`config.mk`:
```
export PLATFORM = sky130hd
export DESIGN_NAME = ecb_encoder_count_block
export DESIGN_NICKNAME = d
export VERILOG_FILES = /design/src/rtl/ecb_pkg.sv /design/src/rtl/ecb_encoder_count_block.sv
export VERILOG_INCLUDE_DIRS = /design/src /design/src/rtl
export SDC_FILE = /design/constraint.sdc
export NUM_CORES = 1
export LEC_CHECK = 0
export ABC_AREA = 0
export BUFFER_PORTS_ARGS = -buffer_cell sky130_fd_sc_hd__buf_4
export CAP_MARGIN = 20
export CORE_UTILIZATION = 30
export CTS_BUF_LIST = sky130_fd_sc_hd__clkbuf_2
export DETAILED_ROUTE_END_ITERATION = 8
export PLACE_DENSITY_LB_ADDON = 0.1
export SLEW_MARGIN = 20
export SYNTH_ARGS = -nofsm -noshare
export SYNTH_HDL_FRONTEND = slang
export SYNTH_SLANG_ARGS = --single-unit
```
`constraint.sdc`:
```
create_clock -name clock -period 14.9 [get_ports clock]
set_clock_uncertainty 0.15 [all_clocks]
set_input_delay 0.745 -clock clock [delete_from_list [all_inputs] [get_ports clock]]
set_output_delay 0.745 -clock clock [all_outputs]
set_load 0.05 [all_outputs]
```
`src/rtl/ecb_defs.svh`:
```
/*
 * Constants of the A/B encoder counter: channel map, filter delays, mode codes.
 * Assumes a 25 MHz system clock and twelve digital input pins.
 */
`ifndef ECB_DEFS_SVH
`define ECB_DEFS_SVH

`define ECB_NUM_IN 12
`define ECB_NUM_ENC 2
`define ECB_CNT_W 32
`define ECB_FCNT_W 18

// Input channel of track A of encoder 0; track B is the next one
`define ECB_ENC_A_BASE 4
`define ECB_ENC_STRIDE 2
// Touch/reset inputs of encoder 0 start here, two per encoder
`define ECB_TOUCH_BASE 0

`define ECB_CLK_HZ 25000000
`define ECB_CYC_PER_US (`ECB_CLK_HZ / 1000000)
`define ECB_DLY_8MS_US 8000
`define ECB_DLY_1MS_US 1000
`define ECB_DLY_100US_US 100
`define ECB_DLY_100US_CYC (`ECB_DLY_100US_US * `ECB_CYC_PER_US)
`define ECB_DLY_MIN_CYC 1

`define ECB_MODE_QUAD 1'h0
`define ECB_MODE_PDIR 1'h1

`endif

```
`src/rtl/ecb_pkg.sv`:
```
/*
 * Types of the A/B encoder counter: filter delay codes and the state record.
 * Assumes ecb_defs.svh is on the include path.
 */
`include "ecb_defs.svh"

package ecb_pkg;

    // Filter delay select codes; code zero is the power-up default
    typedef enum logic [1:0] {
        ECB_DLY_8MS,
        ECB_DLY_1MS,
        ECB_DLY_100US,
        ECB_DLY_NONE
    } ecb_dly_e;

    // Whole state of the counter block
    typedef struct packed {
        logic [`ECB_NUM_IN-1:0] meta;
        logic [`ECB_NUM_IN-1:0] sync;
        logic [`ECB_NUM_IN-1:0] filt;
        logic [`ECB_NUM_IN-1:0] filt_d;
        logic [`ECB_NUM_IN-1:0][`ECB_FCNT_W-1:0] fcnt;
        logic [`ECB_NUM_ENC-1:0] enc_on;
        logic [2*`ECB_NUM_ENC-1:0] touch_on;
        logic [`ECB_NUM_ENC-1:0][`ECB_CNT_W-1:0] count;
        logic [`ECB_NUM_ENC-1:0][`ECB_CNT_W-1:0] capt;
        logic [`ECB_NUM_ENC-1:0] pre_flag;
        logic [`ECB_NUM_ENC-1:0] cap_flag;
        logic [`ECB_NUM_ENC-1:0] dir_cw;
    } ecb_state_s;

endpackage : ecb_pkg

```
`src/rtl/ecb_encoder_count_block.sv`:
```
/*
 * Two-channel A/B encoder counter with input filters, touch/reset preset and capture.
 * Assumes raw pins arrive asynchronously and control ports come from logic on clock.
 */
`timescale 1ns/1ps

module ecb_encoder_count_block
    import ecb_pkg::*;
#(
    parameter int FILT_8MS_CYC = `ECB_DLY_8MS_US * `ECB_CYC_PER_US,
    parameter int FILT_1MS_CYC = `ECB_DLY_1MS_US * `ECB_CYC_PER_US
)
(
    input wire logic clock,
    input wire logic sys_rst,
    input wire logic [`ECB_NUM_IN-1:0] din_pin,
    input wire logic [`ECB_NUM_IN-1:0][1:0] delay_sel,
    input wire logic [`ECB_NUM_ENC-1:0] enc_cfg,
    input wire logic [2*`ECB_NUM_ENC-1:0] touch_cfg,
    input wire logic [`ECB_NUM_ENC-1:0] count_enable,
    input wire logic [`ECB_NUM_ENC-1:0] count_mode,
    input wire logic [`ECB_NUM_ENC-1:0] count_set,
    input wire logic [`ECB_NUM_ENC-1:0][`ECB_CNT_W-1:0] count_preset,
    input wire logic [`ECB_NUM_ENC-1:0] wrap_limit_on,
    input wire logic [`ECB_NUM_ENC-1:0][`ECB_CNT_W-1:0] wrap_ceiling,
    input wire logic [`ECB_NUM_ENC-1:0] preset_arm,
    input wire logic [`ECB_NUM_ENC-1:0] capture_arm,
    output logic [`ECB_NUM_IN-1:0] din_filtered,
    output logic [`ECB_NUM_IN-1:0] plain_input,
    output logic [`ECB_NUM_ENC-1:0] enc_active,
    output logic [2*`ECB_NUM_ENC-1:0] touch_active,
    output logic [`ECB_NUM_ENC-1:0][`ECB_CNT_W-1:0] count_now,
    output logic [`ECB_NUM_ENC-1:0][`ECB_CNT_W-1:0] captured_count,
    output logic [`ECB_NUM_ENC-1:0] dir_cw,
    output logic [`ECB_NUM_ENC-1:0] preset_armed_flag,
    output logic [`ECB_NUM_ENC-1:0] capture_armed_flag
);

    ecb_state_s s_r;
    ecb_state_s s_nxt;

    logic [`ECB_NUM_IN-1:0] filt_nxt;
    logic [`ECB_NUM_IN-1:0][`ECB_FCNT_W-1:0] fcnt_nxt;
    logic [`ECB_NUM_IN-1:0] role_mask;
    logic [`ECB_NUM_ENC-1:0][`ECB_CNT_W-1:0] count_nxt;
    logic [`ECB_NUM_ENC-1:0][`ECB_CNT_W-1:0] capt_nxt;
    logic [`ECB_NUM_ENC-1:0] dir_nxt;

    // Per-input debounce: the level is taken once it has held for the selected delay
    genvar gi;
    generate
        for (gi = 0; gi < `ECB_NUM_IN; gi++)
        begin : g_filter
            logic [`ECB_FCNT_W-1:0] limit;
            logic [`ECB_FCNT_W-1:0] cnt_inc;

            always_comb
            begin
                case (ecb_dly_e'(delay_sel[gi]))
                    ECB_DLY_8MS: limit = `ECB_FCNT_W'(FILT_8MS_CYC);
                    ECB_DLY_1MS: limit = `ECB_FCNT_W'(FILT_1MS_CYC);
                    ECB_DLY_100US: limit = `ECB_FCNT_W'(`ECB_DLY_100US_CYC);
                    default: limit = `ECB_FCNT_W'(`ECB_DLY_MIN_CYC);
                endcase
            end

            assign cnt_inc = s_r.fcnt[gi] + `ECB_FCNT_W'(1);

            always_comb
            begin
                filt_nxt[gi] = s_r.filt[gi];
                fcnt_nxt[gi] = '0;
                if (s_r.sync[gi] != s_r.filt[gi])
                begin
                    if (cnt_inc >= limit)
                    begin
                        filt_nxt[gi] = s_r.sync[gi];
                    end
                    else
                    begin
                        fcnt_nxt[gi] = cnt_inc;
                    end
                end
            end
        end
    endgenerate

    // Per-encoder counting, preset, wrap and capture
    genvar ge;
    generate
        for (ge = 0; ge < `ECB_NUM_ENC; ge++)
        begin : g_enc
            localparam int CH_A = `ECB_ENC_A_BASE + `ECB_ENC_STRIDE * ge;
            localparam int CH_B = CH_A + 1;
            localparam int CH_T = `ECB_TOUCH_BASE + 2 * ge;
            logic a_rise;
            logic a_fall;
            logic b_lvl;
            logic step_up;
            logic step_dn;
            logic touch_lvl;
            logic touch_prev;
            logic touch_edge;
            logic counting;
            logic [`ECB_CNT_W-1:0] inc;

            assign a_rise = s_r.filt[CH_A] & ~s_r.filt_d[CH_A];
            assign a_fall = ~s_r.filt[CH_A] & s_r.filt_d[CH_A];
            assign b_lvl = s_r.filt[CH_B];
            // Touch/reset level is the OR of this encoder's enabled touch inputs
            assign touch_lvl = |(s_r.filt[CH_T +: 2] & s_r.touch_on[CH_T +: 2]);
            assign touch_prev = |(s_r.filt_d[CH_T +: 2] & s_r.touch_on[CH_T +: 2]);
            assign touch_edge = touch_lvl & ~touch_prev;
            assign counting = count_enable[ge] & s_r.enc_on[ge];
            assign inc = s_r.count[ge] + `ECB_CNT_W'(1);

            // Edge qualification by mode
            always_comb
            begin
                if (count_mode[ge] == `ECB_MODE_QUAD)
                begin
                    step_up = a_rise & b_lvl;
                    step_dn = a_fall & b_lvl;
                end
                else
                begin
                    step_up = a_rise & ~b_lvl;
                    step_dn = a_rise & b_lvl;
                end
            end

            // Next count: set, then touch preset, then counting
            always_comb
            begin
                count_nxt[ge] = s_r.count[ge];
                dir_nxt[ge] = s_r.dir_cw[ge];
                if (count_set[ge])
                begin
                    count_nxt[ge] = count_preset[ge];
                end
                else if (preset_arm[ge] && touch_edge)
                begin
                    count_nxt[ge] = count_preset[ge];
                end
                else if (counting && step_up)
                begin
                    dir_nxt[ge] = 1'h1;
                    if (wrap_limit_on[ge] && inc == wrap_ceiling[ge])
                    begin
                        count_nxt[ge] = '0;
                    end
                    else
                    begin
                        count_nxt[ge] = inc;
                    end
                end
                else if (counting && step_dn)
                begin
                    dir_nxt[ge] = 1'h0;
                    if (wrap_limit_on[ge] && s_r.count[ge] == '0 && wrap_ceiling[ge] != '0)
                    begin
                        count_nxt[ge] = wrap_ceiling[ge] - `ECB_CNT_W'(1);
                    end
                    else
                    begin
                        count_nxt[ge] = s_r.count[ge] - `ECB_CNT_W'(1);
                    end
                end
            end

            // Capture takes the count as it stood before this edge
            assign capt_nxt[ge] = (capture_arm[ge] && touch_edge) ? s_r.count[ge]
                                                                 : s_r.capt[ge];
        end
    endgenerate

    // Inputs taken over by an encoder or touch/reset role
    always_comb
    begin
        role_mask = '0;
        for (int e = 0; e < `ECB_NUM_ENC; e++)
        begin
            role_mask[`ECB_ENC_A_BASE + `ECB_ENC_STRIDE * e] = s_r.enc_on[e];
            role_mask[`ECB_ENC_A_BASE + `ECB_ENC_STRIDE * e + 1] = s_r.enc_on[e];
        end
        role_mask[`ECB_TOUCH_BASE +: 2*`ECB_NUM_ENC] = s_r.touch_on;
    end

    // Next state of the whole block
    always_comb
    begin
        s_nxt = s_r;
        s_nxt.meta = din_pin;
        s_nxt.sync = s_r.meta;
        s_nxt.filt = filt_nxt;
        s_nxt.fcnt = fcnt_nxt;
        s_nxt.filt_d = s_r.filt;
        s_nxt.enc_on = enc_cfg;
        for (int e = 0; e < `ECB_NUM_ENC; e++)
        begin
            s_nxt.touch_on[2*e +: 2] = touch_cfg[2*e +: 2] & {2{enc_cfg[e]}};
        end
        s_nxt.count = count_nxt;
        s_nxt.capt = capt_nxt;
        s_nxt.dir_cw = dir_nxt;
        s_nxt.pre_flag = preset_arm;
        s_nxt.cap_flag = capture_arm;
    end

    // State register
    always_ff @(posedge clock or posedge sys_rst)
    begin
        if (sys_rst)
        begin
            s_r <= '0;
        end
        else
        begin
            s_r <= s_nxt;
        end
    end

    // Outputs straight from the state register
    assign din_filtered = s_r.filt;
    assign plain_input = s_r.filt & ~role_mask;
    assign enc_active = s_r.enc_on;
    assign touch_active = s_r.touch_on;
    assign count_now = s_r.count;
    assign captured_count = s_r.capt;
    assign dir_cw = s_r.dir_cw;
    assign preset_armed_flag = s_r.pre_flag;
    assign capture_armed_flag = s_r.cap_flag;

endmodule : ecb_encoder_count_block

```
# Word level (Yosys, flattened, before mapping)
# Cells that the tools add are included.
[word_totals]
out_inout_bits = 164
inputBits = 184
register_bits = 399
[classes]
mux = 56
n_bitwise = 34
n_eq_ne = 38
addsub = 18
magnitude_cmp = 12
n_reduce_logical = 52
[ops]
columns = ["cell", "n"]
rows = [
  ["$pmux 18 s3", 12],
  ["$mux 18", 24],
  ["$mux 32", 12],
  ["$add 18x1->18 const B", 12],
  ["$ge 18x18->1", 12],
  ["$sub 32x1->32 const B", 4],
  ["$add 32x1->32 const B", 2],
  ["$eq 32x32->1", 2],
  ["$logic_not 32->1", 2],
  ["$reduce_bool 32->1", 2],
  ["$eq 2x1->1 const B", 12],
  ["$eq 2x2->1 const B", 12],
  ["$logic_not 2->1", 12],
  ["$reduce_and 2->1", 12],
  ["$and 1x1->1", 14],
  ["$logic_and 1x1->1", 14],
  ["$and 12x12->12", 1],
  ["$and 2x2->2", 6],
  ["$ne 1x1->1", 12],
  ["$not 1->1", 12],
  ["$not 8->12", 1],
  ["$mux 1", 8],
  ["$reduce_bool 4->1", 2],
  ["$reduce_or 2->1", 4],
  ["other kinds (2)", 4],
]

# Longest topological paths before layout
[logic_depth]
word_depth = 9
ltp_mapped = 21

# Worst setup path after synthesis
# Ideal clock, no wire load.
[synth_timing]
path_kind = "input -> register"
start = "input port wrap_ceiling[37] in the netlist's numbering"
end = "register s_r (netlist bit count_now[60])"
arrival_ps = 5009
path_stages = 19
setup_slack_ps = 9615
path_cell_list = "clkbuf_1 -> nor3_1 -> and4_1 -> and4_1 -> buf_2 -> nor3_1 -> clkbuf_1 -> buf_1 -> nor2_1 -> a21oi_1 -> ha_1 -> nand3_1 -> or4_1 -> or4_1 -> a21oi_1 -> and4b_1 -> mux2i_1 -> nand3_1 -> a221o_1"
[synth_via]
elab_chain_len = 7
[synth_rtl]
columns = ["item", "line_no", "text"]
rows = [
  ["start, declared", "ecb_encoder_count_block.sv:25", "input wire logic [`ECB_NUM_ENC-1:0][`ECB_CNT_W-1:0] wrap_ceiling,"],
  ["parallel branches: the longest is 4 deep, another holds $sub 32x1->32", "n/a", ""],
  ["$mux 32 (*)", "ecb_encoder_count_block.sv:145", "else if (counting && step_up)"],
  ["$mux 32 (*)", "ecb_encoder_count_block.sv:141", "else if (preset_arm[ge] && touch_edge)"],
  ["$mux 32 (*)", "ecb_encoder_count_block.sv:137", "if (count_set[ge])"],
  ["end signal, assigned", "ecb_encoder_count_block.sv:219", "s_r <= s_nxt;"],
  ["end, declared", "ecb_encoder_count_block.sv:39", "ecb_state_s s_r;"],
]
# Every way passes the cells marked *. The select of a mux whose other input is x is not followed.
# A chain may end at the register's enable or synchronous reset.

# Final worst setup path
[layout_timing]
start = "register s_r (netlist bit count_now[44])"
end = "register s_r (netlist bit count_now[52])"
[layout_via]
elab_chain_len = 8
[layout_rtl]
columns = ["item", "line_no"]
rows = [
  ["parallel branches: the longest is 5 deep, another holds $add 32x1->32", "n/a"],
  ["$mux 32 (*)", "ecb_encoder_count_block.sv:145"],
  ["$mux 32 (*)", "ecb_encoder_count_block.sv:141"],
  ["$mux 32 (*)", "ecb_encoder_count_block.sv:137"],
]
# Marks and branches as above.

==> flow_metrics.py <==
metrics = {
    "clocking": {
        "ctsResizeCount": 0,
        "cts_tree": "built",
        "cts_setup_buffers": 0,
        "clockBufferDepth": 3,
        "cts_hold_buf": 304,
        "cts.clk_slew.worst_paths_ns": 0.13,
        "root_buffer": "clkbuf_2",
        "cts.sinks": 398,
        "clk_latency_ns": 1.32,
        "numCtsBuffers": 117,
        "cts_max_level": 3,
    },
    "floorplan": {
        "coreArea_um2": 97300,
        "num_rows": 114,
        "top_level_ports": 348,
        "die_x_um": 316,
        "die_y_um": 316,
        "start_util": 0.305,
        "dieArea_um2": 100000,
    },
    "timing": {
        "hold_violations": 0,
        "fmax_mhz": 143,
        "worst_pin_slew_ns": 1.05,
        "rsz0062_at_grt": "false",
        "final.period_utilization": 0.469,
        "slew_violations": 0,
        "fin_tns_setup_ns": 0,
        "layout_min_cycle_time_ns": 7.00,
        "slew_headroom": 0.294,
        "finalSetupViolCount": 0,
    },
    "placement": {
        "gp_congestion": 0.900,
        "dp_hpwl_um": 72500,
        "numPortBuffers": 347,
        "placed_area_um2": 32400,
    },
    "yosys": {
        "synth_ff_type": "dfrtp_1",
        "avgSynthCellArea_um2": 8.80,
        "synthCells": 3369,
        "synth_enable_flop_cells": 0,
        "yosysWarnings": 0,
        "synth.distinct_cells": 89,
        "synth_seq_cells": 398,
        "async_reset_ff_frac": 1.00,
        "syn_area_um2": 29600,
        "synthesis.nets": 3775,
        "yosysSeqAreaShare": 0.336,
    },
    "worst_setup_path": {
        "rrSetupSlack_ns": 7.90,
        "worstSetupStartpointType": "flop",
        "slowest_delay_ns": 0.61,
        "worstPathCellList": "nor3_1 > nand4_1 > or2_2 > nor3_2 > buf_4 > nor2_1 > a21oi_1 > ha_1 > nand3_1 > or4_1 > a21oi_1 > o21ai_0 > nor4_4 > xor2_1 > o21ai_0 > dlygate4sd3_1 > a21oi_1 > dlygate4sd3_1 > o21ai_0 > dlygate4sd3_1",
        "crit_fanout": 30,
        "reg2reg_depth": 20,
        "cp.arrival_ns": 8.01,
        "critPathKind": "reg -> reg",
        "r2r-end": "count_now[52]",
        "crit_path_end_kind": "flop",
        "rr_startpoint": "count_now[44]",
        "slowest_stage": "nor4_4",
        "crit_required_ns": 15.92,
    },
    "detailed_routing": {
        "finalWirelength_um": 102000,
        "num_vias": 26621,
        "drcViolationCount": 0,
        "wire_per_inst_um": 19.4,
        "ant_nets": 0,
        "drtPass1Iterations": 5,
        "drt_iter0_drc": 1711,
        "vias_per_cell": 5.09,
    },
    "worst_hold_path": {
        "hold_end": "s_r[389]",
        "hp-class": "reg -> reg",
        "worstHoldPathCells": 0,
        "worstHoldStart": "s_nxt[389]",
    },
    "grt": {
        "grt_usage": 0.202,
        "first_global_vias": 26725,
        "antenna_found_initial": 5,
        "grt_max_degree": 113,
        "grt_pass1_wl_um": 158000,
        "grt.overflow.total": 0,
    },
    "cells_and_area": {
        "final_common_cell": "dfrtp_1",
        "nNetsFinal": 4264,
        "mostFrequentLayoutCells": "dfrtp_1, buf_4, dlygate4sd3_1",
        "layout-drive-gt1-share": 0.172,
        "syn_to_final_growth_pct": 23.1,
        "postLayoutCellArea_um2": 36500,
    },
    "job": {
        "max_cap_viol_count": 0,
    },
    "pwr": {
        "leakage_nw": 16.7,
        "ir_drop_mv": 0.0637,
        "p_per_area_nw_per_um2": 96.7,
    },
    "outcome": {
        "outcome": "finished, final reports clean",
    },
}
layout make-up:
cell class	count	area (µm²)
diodes	7	17.5
clock buffers	160	801
clock inverters	49	258
fillers	10137	60800
inverters	135	514
multi-input cells	2520	17400
flip-flops and latches	398	9960
well taps	1276	1600
repair buffers	686	5920
logic make-up after synthesis:
logic type,share of synthesized area
AO/OA/AOI/OAI,0.123
buffers and inverters,0.0783
multiplexers,0.0293
adder cells (fa/ha/maj),0.0937
flip-flops,0.336
AND/OR/NAND/NOR,0.239
XOR/XNOR,0.101
flip-flops by register name, indices dropped and copies added, names as in the netlist:
register            flops
s_r                   234
captured_count         64
count_now              64
din_filtered           12
s_nxt                  12
touch_active            4
capture_armed_flag      2
dir_cw                  2
enc_active              2
preset_armed_flag       2
report_power, final:
| group | switching, mW | internal, mW | total, mW |
|---|---|---|---|
| Combinational | 0.785 | 0.483 | 1.27 |
| Clock | 0.549 | 0.332 | 0.881 |
| Sequential | 0.172 | 1.21 | 1.38 |
cells in the mapped netlist, types with 14 or more instances:
| master | instances | area, µm² |
|---|---|---|
| nand3_1 | 152 | 761 |
| nor3_1 | 120 | 601 |
| nor4_1 | 41 | 257 |
| nand2b_1 | 18 | 113 |
| o21a_1 | 14 | 105 |
| a211o_1 | 16 | 140 |
| and3_1 | 82 | 513 |
| and4_1 | 39 | 342 |
| buf_2 | 22 | 110 |
| o22ai_1 | 15 | 93.8 |
| nand2_1 | 219 | 822 |
| nor2_1 | 244 | 916 |
| dfrtp_1 | 398 | 9960 |
| or4_1 | 14 | 105 |
| mux2_2 | 61 | 687 |
| inv_1 | 135 | 507 |
| mux2i_1 | 18 | 180 |
| a211oi_1 | 19 | 143 |
| nor3b_1 | 26 | 195 |
| nand4_1 | 75 | 469 |
| a31oi_1 | 33 | 206 |
| a21o_1 | 36 | 270 |
| ha_1 | 222 | 2780 |
| a21oi_1 | 163 | 816 |
| buf_4 | 156 | 1170 |
| and2_1 | 23 | 144 |
| clkbuf_1 | 129 | 484 |
| o31ai_1 | 18 | 135 |
| or3_1 | 23 | 144 |
| nor2b_1 | 162 | 1010 |
| xnor2_1 | 191 | 1670 |
| xor2_1 | 141 | 1230 |
| o21ai_0 | 137 | 686 |
worst max path at each step:
stage,startpoint,to,cells past startpoint
5_1_grt,count_now[53],count_now[52],20
6_report,count_now[44],count_now[52],20
4_1_cts,count_now[32],count_now[52],22
3_3_place_gp,wrap_ceiling[41],count_now[56],16
3_5_place_dp,wrap_ceiling[41],count_now[56],16
2_1_floorplan,sys_rst,capture_armed_flag[0],1
critical path: cells and delay by family, from the launching register on:
kind | cells | cell delay, ns
AOI/OAI and AO/OA | 6 | 0.88
xor gates and xnor gates | 1 | 0.19
adders and majority gates | 1 | 0.32
buffers and inverters | 4 | 2.13
DFF | 1 | 0.60
and+or+nand+nor | 8 | 2.58
routing by layer:
layer	vias to the layer above	global-route usage	wire length [µm]
met1	12753	0.276	47000
met3	193	0.0365	6150
met2	821	0.318	45500
met5	-	0	0
met4	0	0.0674	2990
li1	12854	-	-
stage by stage:
stage / cells / utilization / power (mW) / setup slack (ns) / hold slack (ns)
global route: 5228 / 0.375 / 3.77 / 7.62 / 0.0861
finish: 5231 / 0.375 / 3.53 / 7.90 / 0.192
CTS: 5224 / 0.375 / 3.60 / 7.98 / 0.0115
detailed placement: 4711 / 0.333 / 2.59 / 9.17 / 0.186
global placement: 4711 / 0.333 / 2.60 / 9.12 / 0.183
floorplan: 3369 / - / 2.31 / 2.94 / 0.181
No activity file was read; power rests on OpenSTA's default activity.
